## src/design/rtcha_defs.svh

```systemverilog
// constants for the rtc host access block
`ifndef RTCHA_DEFS_SVH
`define RTCHA_DEFS_SVH
// ---------------------------------------------
// timing
// ---------------------------------------------
`define RTCHA_CLK_NS 10
`define RTCHA_QTR_NS 250000000
`define RTCHA_HINIT_NS 1500000000
`define RTCHA_GAP_NS 1000000
`define RTCHA_ROUND_NS 122100
`define RTCHA_INIT_QTR 3'h4
`define RTCHA_TMO_QTR 3'h3
// ---------------------------------------------
// device register indices
// ---------------------------------------------
`define RTCHA_A_SEC 4'h0
`define RTCHA_A_MIN 4'h1
`define RTCHA_A_HOUR 4'h2
`define RTCHA_A_WDAY 4'h3
`define RTCHA_A_DAY 4'h4
`define RTCHA_A_MON 4'h5
`define RTCHA_A_YEAR 4'h6
`define RTCHA_A_AMIN 4'h8
`define RTCHA_A_AHOUR 4'h9
`define RTCHA_A_AWDAY 4'ha
`define RTCHA_A_BMIN 4'hb
`define RTCHA_A_BHOUR 4'hc
`define RTCHA_A_BWDAY 4'hd
`define RTCHA_A_CTL1 4'he
`define RTCHA_A_CTL2 4'hf
// ---------------------------------------------
// device fields and codes
// ---------------------------------------------
`define RTCHA_B_ALARM_A_EN 7
`define RTCHA_B_ALARM_B_EN 6
`define RTCHA_B_SEC_ADJUST 5
`define RTCHA_B_HALT_FLAG 4
`define RTCHA_B_PER_FLAG 2
`define RTCHA_B_ALARM_A_FLAG 1
`define RTCHA_B_ALARM_B_FLAG 0
`define RTCHA_CT_LOW 3'h1
`define RTCHA_CT_P2HZ 3'h2
`define RTCHA_CT_P1HZ 3'h3
`define RTCHA_CT_SEC 3'h4
`define RTCHA_CT_MIN 3'h5
`define RTCHA_CT_HOUR 3'h6
`define RTCHA_CT_MON 3'h7
`define RTCHA_R_DAY 5'h01
`define RTCHA_R_MON 4'h1
// ---------------------------------------------
// host apb map
// ---------------------------------------------
`define RTCHA_H_CTRL 12'h000
`define RTCHA_H_STAT 12'h004
`define RTCHA_H_IST 12'h008
`define RTCHA_H_IMASK 12'h00c
`define RTCHA_H_BUF 7'h01
`define RTCHA_C_GO 0
`define RTCHA_C_RD 1
`define RTCHA_C_ADDR 4
`define RTCHA_C_CNT 8
`endif

```

## src/design/rtcha_pkg.sv

```systemverilog
// types shared by the rtc host access block
package rtcha_pkg;
	// ---------------------------------------------
	// device state
	// ---------------------------------------------
	typedef struct packed {
		logic s1, s2;
		logic [1:0] strap;
		logic [2:0] ini;
		logic busy;
		logic [1:0] phase;
		logic open;
		logic [2:0] age;
		logic pend;
		logic [5:0] sec, min;
		logic [4:0] hour;
		logic [2:0] wday;
		logic [4:0] day;
		logic [3:0] month;
		logic [6:0] year;
		logic [5:0] amin, bmin;
		logic [4:0] ahour, bhour;
		logic [7:0] awday, bwday;
		logic alarm_a_enable_bit, alarm_b_enable_bit;
		logic [2:0] ct;
		logic periodic_interrupt_flag, alarm_a_flag, alarm_b_flag, oscillation_halt_flag;
		logic resp, ack;
		logic [7:0] rdata;
		logic wake_n, first_n;
	} rtcha_dev_t;
	// ---------------------------------------------
	// host state
	// ---------------------------------------------
	typedef enum logic [2:0] {
		RTCHA_S_INIT, RTCHA_S_IDLE, RTCHA_S_START, RTCHA_S_XFER,
		RTCHA_S_WAIT, RTCHA_S_STOP, RTCHA_S_GAP
	} rtcha_st_t;
	typedef struct packed {
		rtcha_st_t st;
		logic [31:0] cnt;
		logic [3:0] tries;
		logic [2:0] idx, last;
		logic dir, err;
		logic [3:0] base;
		logic [7:0][7:0] data;
		logic start, stop, wr, rd;
		logic [3:0] addr;
		logic [7:0] wdata;
		logic pready, pslverr;
		logic [31:0] prdata;
		logic [2:0] ist, imask;
		logic irq, wake_q;
	} rtcha_host_t;
	// divider state
	typedef struct packed {
		logic [31:0] cnt;
		logic tick;
	} rtcha_tick_t;
endpackage

```

## src/design/rtcha_if.sv

```systemverilog
// link between the rtc device end and its host end
`timescale 1ns/100ps
interface rtcha_if;
	logic start, stop, wr, rd; // host pulses
	logic [3:0] addr; // register index
	logic [7:0] wdata; // write byte
	logic resp, ack; // device answer pulse, ack level
	logic [7:0] rdata; // read byte
	logic wake_n, first_n; // interrupt outputs, low active
	modport dev (input start, stop, wr, rd, addr, wdata,
		output resp, ack, rdata, wake_n, first_n);
	modport host (output start, stop, wr, rd, addr, wdata,
		input resp, ack, rdata, wake_n, first_n);
endinterface

```

## src/design/rtcha_tick.sv

```systemverilog
// one-cycle enable pulse every DIV clocks
`timescale 1ns/100ps
module rtcha_tick #(
	parameter int DIV = 4
) (
	// clock and reset
	input wire logic i_clk,
	input wire logic i_rstn,
	// enable out
	output logic o_tick
);
	rtcha_pkg::rtcha_tick_t r_reg, r_next;

	if (DIV < 2)
	begin : g_bad
		$error("DIV must be at least 2");
	end

	// count down, pulse at wrap
	always_comb
	begin
		r_next = r_reg;
		r_next.tick = (r_reg.cnt == 32'h0);
		r_next.cnt = r_next.tick ? 32'(DIV - 1) : r_reg.cnt - 32'h1;
	end

	// register
	always_ff @(posedge i_clk)
	begin
		if (!i_rstn)
			r_reg <= '0;
		else
			r_reg <= r_next;
	end

	assign o_tick = r_reg.tick;
endmodule

```

## src/design/rtcha_dev.sv

```systemverilog
// device end: clock calendar, alarms, periodic and wake outputs
//
// Decided for this implementation: the APB interface to the registers and the placing of the registers.
`include "rtcha_defs.svh"
`timescale 1ns/100ps
module rtcha_dev #(
	parameter int QTR_CYC = `RTCHA_QTR_NS / `RTCHA_CLK_NS
) (
	// clock and reset
	input wire logic i_clk,
	input wire logic i_rstn,
	// link to host
	rtcha_if.dev lk,
	// user side
	input wire logic i_backup,
	output logic o_init_busy
);
	// adjust must finish in one clock, far inside its limit
	localparam int ROUND_CYC = `RTCHA_ROUND_NS / `RTCHA_CLK_NS;
	if (ROUND_CYC < 1 || QTR_CYC < 2)
	begin : g_bad
		$error("clock too slow for this block");
	end

	rtcha_pkg::rtcha_dev_t r_reg, r_next; // all state
	logic qtick; // quarter second enable
	logic sec_evt; // seconds count-up due
	logic sec_adjust; // seconds adjust request
	logic adv; // advance time now
	logic lvl; // level mode event
	logic per; // periodic drive
	logic sec0; // new second is zero

	// ---------------------------------------------
	// quarter second divider
	// ---------------------------------------------
	rtcha_tick #(
		.DIV(QTR_CYC)
	) i_rtcha_tick (
		.i_clk(i_clk),
		.i_rstn(i_rstn),
		.o_tick(qtick)
	);

	// days in a month, leap every fourth year
	function automatic logic [4:0] mdays(input logic [3:0] m, input logic [6:0] y);
		logic [4:0] d;
		d = 5'h1f;
		if (m == 4'h2)
			d = (y[1:0] == 2'h0) ? 5'h1d : 5'h1c;
		else if (m == 4'h4 || m == 4'h6 || m == 4'h9 || m == 4'hb)
			d = 5'h1e;
		return d;
	endfunction

	// ---------------------------------------------
	// next state
	// ---------------------------------------------
	always_comb
	begin
		r_next = r_reg;
		r_next.resp = 1'b0;
		sec_adjust = 1'b0;
		adv = 1'b0;
		lvl = 1'b0;
		per = 1'b0;
		// strap sync, read once after release
		r_next.s1 = i_backup;
		r_next.s2 = r_reg.s1;
		if (r_reg.strap != 2'h3)
			r_next.strap = r_reg.strap + 2'h1;
		if (r_reg.strap == 2'h2)
			r_next.oscillation_halt_flag = ~r_reg.s2;
		// init window after reset
		if (qtick && r_reg.ini != `RTCHA_INIT_QTR)
			r_next.ini = r_reg.ini + 3'h1;
		r_next.busy = (r_next.ini != `RTCHA_INIT_QTR);
		if (qtick)
			r_next.phase = r_reg.phase + 2'h1;
		sec_evt = qtick && r_reg.phase == 2'h3;
		// transaction window and forced end
		if (r_reg.open && qtick)
		begin
			r_next.age = r_reg.age + 3'h1;
			if (r_reg.age == `RTCHA_TMO_QTR - 3'h1)
				r_next.open = 1'b0;
		end
		if (lk.stop)
			r_next.open = 1'b0;
		if (lk.start && !r_reg.busy)
		begin
			r_next.open = 1'b1;
			r_next.age = 3'h0;
		end
		// byte access: nack and ff outside an open window
		if (lk.wr || lk.rd)
		begin
			r_next.resp = 1'b1;
			r_next.ack = r_reg.open && !r_reg.busy;
			r_next.rdata = 8'hff;
		end
		if (lk.rd && r_next.ack)
		begin
			case (lk.addr)
				`RTCHA_A_SEC: r_next.rdata = {2'h0, r_reg.sec};
				`RTCHA_A_MIN: r_next.rdata = {2'h0, r_reg.min};
				`RTCHA_A_HOUR: r_next.rdata = {3'h0, r_reg.hour};
				`RTCHA_A_WDAY: r_next.rdata = {5'h0, r_reg.wday};
				`RTCHA_A_DAY: r_next.rdata = {3'h0, r_reg.day};
				`RTCHA_A_MON: r_next.rdata = {4'h0, r_reg.month};
				`RTCHA_A_YEAR: r_next.rdata = {1'h0, r_reg.year};
				`RTCHA_A_AMIN: r_next.rdata = {2'h0, r_reg.amin};
				`RTCHA_A_AHOUR: r_next.rdata = {3'h0, r_reg.ahour};
				`RTCHA_A_AWDAY: r_next.rdata = r_reg.awday;
				`RTCHA_A_BMIN: r_next.rdata = {2'h0, r_reg.bmin};
				`RTCHA_A_BHOUR: r_next.rdata = {3'h0, r_reg.bhour};
				`RTCHA_A_BWDAY: r_next.rdata = r_reg.bwday;
				`RTCHA_A_CTL1: r_next.rdata = {r_reg.alarm_a_enable_bit, r_reg.alarm_b_enable_bit,
					3'h0, r_reg.ct};
				`RTCHA_A_CTL2: r_next.rdata = {3'h0, r_reg.oscillation_halt_flag, 1'b0,
					r_reg.periodic_interrupt_flag, r_reg.alarm_a_flag, r_reg.alarm_b_flag};
				default: r_next.rdata = 8'h00;
			endcase
		end
		if (lk.wr && r_next.ack)
		begin
			case (lk.addr)
				`RTCHA_A_SEC: r_next.sec = lk.wdata[5:0];
				`RTCHA_A_MIN: r_next.min = lk.wdata[5:0];
				`RTCHA_A_HOUR: r_next.hour = lk.wdata[4:0];
				`RTCHA_A_WDAY: r_next.wday = lk.wdata[2:0];
				`RTCHA_A_DAY: r_next.day = lk.wdata[4:0];
				`RTCHA_A_MON: r_next.month = lk.wdata[3:0];
				`RTCHA_A_YEAR: r_next.year = lk.wdata[6:0];
				`RTCHA_A_AMIN: r_next.amin = lk.wdata[5:0];
				`RTCHA_A_AHOUR: r_next.ahour = lk.wdata[4:0];
				`RTCHA_A_AWDAY: r_next.awday = lk.wdata;
				`RTCHA_A_BMIN: r_next.bmin = lk.wdata[5:0];
				`RTCHA_A_BHOUR: r_next.bhour = lk.wdata[4:0];
				`RTCHA_A_BWDAY: r_next.bwday = lk.wdata;
				`RTCHA_A_CTL1:
				begin
					r_next.alarm_a_enable_bit = lk.wdata[`RTCHA_B_ALARM_A_EN];
					r_next.alarm_b_enable_bit = lk.wdata[`RTCHA_B_ALARM_B_EN];
					r_next.ct = lk.wdata[2:0];
					sec_adjust = lk.wdata[`RTCHA_B_SEC_ADJUST];
				end
				`RTCHA_A_CTL2:
				begin
					// zero clears a periodic or alarm flag, one keeps it; the halt flag always clears
					r_next.periodic_interrupt_flag = r_reg.periodic_interrupt_flag
						& lk.wdata[`RTCHA_B_PER_FLAG];
					r_next.alarm_a_flag = r_reg.alarm_a_flag & lk.wdata[`RTCHA_B_ALARM_A_FLAG];
					r_next.alarm_b_flag = r_reg.alarm_b_flag & lk.wdata[`RTCHA_B_ALARM_B_FLAG];
					r_next.oscillation_halt_flag = 1'b0;
				end
				default:
				begin
				end
			endcase
		end
		// round seconds to the nearest minute at once
		if (sec_adjust)
		begin
			if (r_next.sec < 6'h1e)
				r_next.sec = 6'h00;
			else
			begin
				r_next.sec = 6'h3b;
				adv = 1'b1;
			end
		end
		// hold count-ups while a transaction is open
		if (sec_evt && r_next.open)
			r_next.pend = 1'b1;
		if ((sec_evt || r_reg.pend) && !r_next.open)
		begin
			adv = 1'b1;
			r_next.pend = 1'b0;
		end
		// counter chain
		if (adv)
		begin
			if (r_next.sec >= 6'h3b)
			begin
				r_next.sec = 6'h00;
				if (r_next.min >= 6'h3b)
				begin
					r_next.min = 6'h00;
					if (r_next.hour >= 5'h17)
					begin
						r_next.hour = 5'h00;
						r_next.wday = (r_next.wday >= 3'h6) ? 3'h0 : r_next.wday + 3'h1;
						if (r_next.day >= mdays(r_next.month, r_next.year))
						begin
							r_next.day = `RTCHA_R_DAY;
							if (r_next.month >= 4'hc)
							begin
								r_next.month = `RTCHA_R_MON;
								r_next.year = (r_next.year >= 7'h63) ? 7'h00 : r_next.year + 7'h1;
							end
							else
								r_next.month = r_next.month + 4'h1;
						end
						else
							r_next.day = r_next.day + 5'h01;
					end
					else
						r_next.hour = r_next.hour + 5'h01;
				end
				else
					r_next.min = r_next.min + 6'h01;
			end
			else
				r_next.sec = r_next.sec + 6'h01;
		end
		// events are set after clears, so a set wins
		sec0 = adv && r_next.sec == 6'h00;
		case (r_reg.ct)
			`RTCHA_CT_SEC: lvl = adv;
			`RTCHA_CT_MIN: lvl = sec0;
			`RTCHA_CT_HOUR: lvl = sec0 && r_next.min == 6'h00;
			`RTCHA_CT_MON: lvl = sec0 && r_next.min == 6'h00 && r_next.hour == 5'h00 && r_next.day == 5'h01;
			default: lvl = 1'b0;
		endcase
		if (lvl)
			r_next.periodic_interrupt_flag = 1'b1;
		if (r_next.alarm_a_enable_bit && sec0 && r_next.min == r_next.amin && r_next.hour == r_next.ahour
			&& r_next.awday[r_next.wday])
			r_next.alarm_a_flag = 1'b1;
		if (r_next.alarm_b_enable_bit && sec0 && r_next.min == r_next.bmin && r_next.hour == r_next.bhour
			&& r_next.bwday[r_next.wday])
			r_next.alarm_b_flag = 1'b1;
		// periodic waveform; pulse modes fall at count-up
		case (r_next.ct)
			`RTCHA_CT_LOW: per = 1'b1;
			`RTCHA_CT_P2HZ: per = ~r_next.phase[0];
			`RTCHA_CT_P1HZ: per = ~r_next.phase[1];
			default: per = r_next.ct[2] & r_next.periodic_interrupt_flag;
		endcase
		r_next.wake_n = ~((r_next.alarm_b_enable_bit & r_next.alarm_b_flag) | per);
		r_next.first_n = ~(r_next.alarm_a_enable_bit & r_next.alarm_a_flag);
	end

	// ---------------------------------------------
	// register
	// ---------------------------------------------
	always_ff @(posedge i_clk)
	begin
		if (!i_rstn)
		begin
			r_reg <= '0;
			r_reg.day <= `RTCHA_R_DAY;
			r_reg.month <= `RTCHA_R_MON;
			r_reg.oscillation_halt_flag <= 1'b1;
			r_reg.busy <= 1'b1;
			r_reg.wake_n <= 1'b1;
			r_reg.first_n <= 1'b1;
		end
		else
			r_reg <= r_next;
	end

	// outputs straight from flops
	assign lk.resp = r_reg.resp;
	assign lk.ack = r_reg.ack;
	assign lk.rdata = r_reg.rdata;
	assign lk.wake_n = r_reg.wake_n;
	assign lk.first_n = r_reg.first_n;
	assign o_init_busy = r_reg.busy;
endmodule

```

## src/flat_wrapper.sv

```systemverilog
// flat-port wrapper written by rule: the top's interface ports become plain ports
module rtcha_dev_flat 
#(
	parameter int QTR_CYC = `RTCHA_QTR_NS / `RTCHA_CLK_NS
)
  (i_clk, i_rstn, i_backup, o_init_busy, lk_start, lk_stop, lk_wr, lk_rd, lk_addr, lk_wdata, lk_resp, lk_ack, lk_rdata, lk_wake_n, lk_first_n);
  rtcha_if lk_i ();
  input wire logic i_clk;
  input wire logic i_rstn;
  input wire logic i_backup;
  output logic o_init_busy;
  input wire logic [$bits(lk_i.start)-1:0] lk_start;
  input wire logic [$bits(lk_i.stop)-1:0] lk_stop;
  input wire logic [$bits(lk_i.wr)-1:0] lk_wr;
  input wire logic [$bits(lk_i.rd)-1:0] lk_rd;
  input wire logic [$bits(lk_i.addr)-1:0] lk_addr;
  input wire logic [$bits(lk_i.wdata)-1:0] lk_wdata;
  output wire logic [$bits(lk_i.resp)-1:0] lk_resp;
  output wire logic [$bits(lk_i.ack)-1:0] lk_ack;
  output wire logic [$bits(lk_i.rdata)-1:0] lk_rdata;
  output wire logic [$bits(lk_i.wake_n)-1:0] lk_wake_n;
  output wire logic [$bits(lk_i.first_n)-1:0] lk_first_n;
  assign lk_i.start = lk_start;
  assign lk_i.stop = lk_stop;
  assign lk_i.wr = lk_wr;
  assign lk_i.rd = lk_rd;
  assign lk_i.addr = lk_addr;
  assign lk_i.wdata = lk_wdata;
  assign lk_resp = lk_i.resp;
  assign lk_ack = lk_i.ack;
  assign lk_rdata = lk_i.rdata;
  assign lk_wake_n = lk_i.wake_n;
  assign lk_first_n = lk_i.first_n;
  rtcha_dev #(.QTR_CYC(QTR_CYC)) u_core (.i_clk(i_clk), .i_rstn(i_rstn), .lk(lk_i), .i_backup(i_backup), .o_init_busy(o_init_busy));
endmodule
```

## config.mk

```make
export PLATFORM = sky130hd
export DESIGN_NAME = rtcha_dev_flat
export DESIGN_NICKNAME = d
export VERILOG_FILES = /design/src/design/rtcha_pkg.sv /design/src/design/rtcha_if.sv /design/src/design/rtcha_tick.sv /design/src/design/rtcha_dev.sv /design/src/flat_wrapper.sv
export VERILOG_INCLUDE_DIRS = /design/src /design/src/design
export SDC_FILE = /design/constraint.sdc
export NUM_CORES = 1
export LEC_CHECK = 0
export ABC_AREA = 0
export BUFFER_PORTS_ARGS = -buffer_cell sky130_fd_sc_hd__buf_2
export CAP_MARGIN = 20
export CORE_MARGIN = 8
export CORE_UTILIZATION = 50
export CTS_BUF_LIST = sky130_fd_sc_hd__clkbuf_4 sky130_fd_sc_hd__clkbuf_8
export CTS_CLUSTER_SIZE = 20
export DETAILED_ROUTE_END_ITERATION = 7
export HOLD_SLACK_MARGIN = 0.05
export PLACE_DENSITY = 0.7
export SLEW_MARGIN = 20
export SYNTH_ARGS = -nofsm -noshare
export SYNTH_HDL_FRONTEND = slang
export SYNTH_SLANG_ARGS = --single-unit
```

## constraint.sdc

```tcl
create_clock -name i_clk -period 5.8 [get_ports i_clk]
set_clock_uncertainty 0.15 [all_clocks]
set_input_delay 0.29 -clock i_clk [delete_from_list [all_inputs] [get_ports i_clk]]
set_output_delay 0.29 -clock i_clk [all_outputs]
set_load 0.02 [all_outputs]
```

==> reports/results.tsv <==
metric	value	unit
grt_use_met3	0.0485	
hpwl	22.3	mm
grt_most_used_layer	met2	
ys.flop_type	dfxtp_1	
max_cap_violations	0	
relSlewSlack	0.397	
power_leakage	3.94	nW
synth_cell_type_count	94	
worstSetupPathType	register to register	
setup-tns-final	0	ns
clk_path_buf_depth	2	
syn-cell-area	9380	um^2
placed_area	9690	um^2
worst_ir_drop_vdd	0.337	mV
rsz0062_at_grt	no	
grt_max_degree	73	
yosysSeqAreaShare	0.305	
die_w	153	um
fmax	197	MHz
syn_avg_cell_area	7.91	um^2
cts-root-buf	clkbuf_8	
synthCells	1186	
numPlacedInstances	1402	
instances_no_fill	1440	
fp.coreArea	18600	um^2
vias	9353	
syn_nets	1224	
fin_area	10200	um^2
insertion_delay	0.47	ns
hold_buffers	6	
power.density	259	nW/um^2
drcViolationCount	0	
yosysTopAreaCell	dfxtp_1	
initial_core_util	0.505	
ys_ff_latch	143	
setup_viol	0	
htreeDepth	4	
drtAntennaViolNets	0	
required	5.98	ns
portBuffers	31	
drive_gt1_frac	0.124	
drt_pre_antenna_iters	6	
drt-total-wl	30.9	mm
yosysMostFrequentCell	nor2_1	
cp-end-kind	register	
grt_antenna_before_repair	0	
cts_num_sinks	143	
slew_viol_final	0	
startpoint_type	register	
place.gp.congestion	1.00	
synth_area_leaders	dfxtp_1 31%, mux2i_1 7.7%, nor2_1 6.2%	
cts_setup_buffers	0	
netlist.area_leader.share	0.305	
cts.reportedPaths.clkPinSlew	0.10	ns
ioPinCount	32	
wire_per_inst	21.5	um
tightest_slew	0.905	ns
use_met2	0.394	
grt_pass1_wl	48.5	mm
timing_hold_violations_final	0	
ys_warn_count	0	
final_nets	1231	
first_global_vias	8567	
die_h	153	um
synth_edf_count	0	
cts_tree	yes	
period_minus_slack	5.08	ns
area_delta_synth_final	8.27	%
status	finished, final reports clean	
nFillCells	1748	
vias_per_cell	6.50	
rows	50	
synth_common_cells	155 x nor2_1, 143 x dfxtp_1, 106 x nand2_1	
synthArstFlopShare	0	
finalCritPeriodShare	0.875	
largest_reg_flops	96	
numCtsBuffers	17	
met1_usage	0.337	
grt_usage	0.261	
hp-class	primary input to register	
worst-endpoint-arrival	5.25	ns
die_area	23400	um^2
overflow	0	
n_antenna_cell	0	
drt-initial-drc-count	1106	
total_power	2.64	mW
crit_path_max_fanout	13	
postCtsResizedCells	0	
-- area by class of cell --
type                    instances  area [um^2]  share of cell area
multi-input cells             935         6040               0.594
flip-flops and latches        143         2860               0.282
repair buffers                 70          463              0.0456
well taps                     234          293              0.0288
clock buffers                  17          234              0.0230
clock inverters                15          169              0.0166
inverters                      26         98.8             0.00973
-- report_power, final --
| part | internal (mW) | total, mW | switching (mW) |
|---|---|---|---|
| Sequential | 1.10 | 1.20 | 0.0997 |
| Combinational | 0.266 | 0.624 | 0.358 |
| Clock | 0.326 | 0.813 | 0.487 |
-- final timing paths --
check | to | slack (ns) | depth (start not counted) | startpoint
setup / recovery | u_core.lk.wake_n | 0.72 | 17 | u_core.o_init_busy
hold / removal | u_core.r_reg[12] | 0.13 | 3 | i_rstn
hold reg to reg | u_core.r_reg[108] | 0.30 | 1 | u_core.r_next[108]
setup reg to reg | u_core.lk.wake_n | 0.72 | 17 | u_core.o_init_busy
-- critical path, stage by stage (launching register included) --
cell       delay, ns
dfxtp_1         0.34
and3b_1         0.47
nand2_2         0.29
mux2i_4         0.30
inv_2           0.15
ha_1            0.36
a21oi_1         0.12
a211o_1         0.29
nand2_1         0.18
buf_4           0.24
nor3_1          0.06
o21ai_0         0.34
o2111ai_1       0.21
a2111oi_0       0.53
nor4b_1         0.35
nand4b_1        0.18
o31ai_1         0.29
a32oi_1         0.09
-- stage by stage --
stage / hold slack [ns] / setup WS (ns) / utilization
floorplan: 0.262 / 1.07 / -
global placement: 0.263 / 0.756 / 0.522
detailed placement: 0.278 / 0.693 / 0.522
CTS: 0.0911 / 0.949 / 0.547
global route: 0.118 / 0.591 / 0.547
finish: 0.127 / 0.725 / 0.547
-- logic make-up (layout without fill, tap and decap cells) --
family	after synthesis	count (layout)	share of synthesized area
simple gates	478	478	0.258
compound gates	300	300	0.214
flops	143	143	0.305
buf+inv	108	128	0.0513
mux	94	94	0.106
xor+xnor	44	44	0.0411
fa+ha+maj	19	19	0.0253
-- per-layer routing --
metal	routed length, um	vias to the layer above	part of all wire
met2	13100	541	0.43
met3	3020	118	0.098
met1	12800	4366	0.41
li1	-	4328	-
met5	0	-	0
met4	1920	0	0.062
-- placed cells by master (no fill, tap or decap), drive strengths merged, types with 8 or more instances in the layout --
cell type / netlist / final
mux2i: 73 / 73
a21oi: 96 / 96
and3: 12 / 12
nand3b: 8 / 8
nand2: 107 / 107
dfxtp: 143 / 143
nand2b: 13 / 13
a32oi: 9 / 9
clkbuf: 48 / 17
buf: 34 / 64
o211ai: 8 / 8
o22ai: 16 / 16
xor2: 12 / 12
a31oi: 20 / 20
nor4: 10 / 10
inv: 26 / 33
and2: 28 / 28
mux2: 20 / 20
a22oi: 12 / 12
nor3: 38 / 38
nand4: 13 / 13
nor2: 157 / 157
ha: 19 / 19
or3: 14 / 14
xnor2: 32 / 32
o21ai: 60 / 60
nand3: 43 / 43
(Power assumes the default switching activity.)
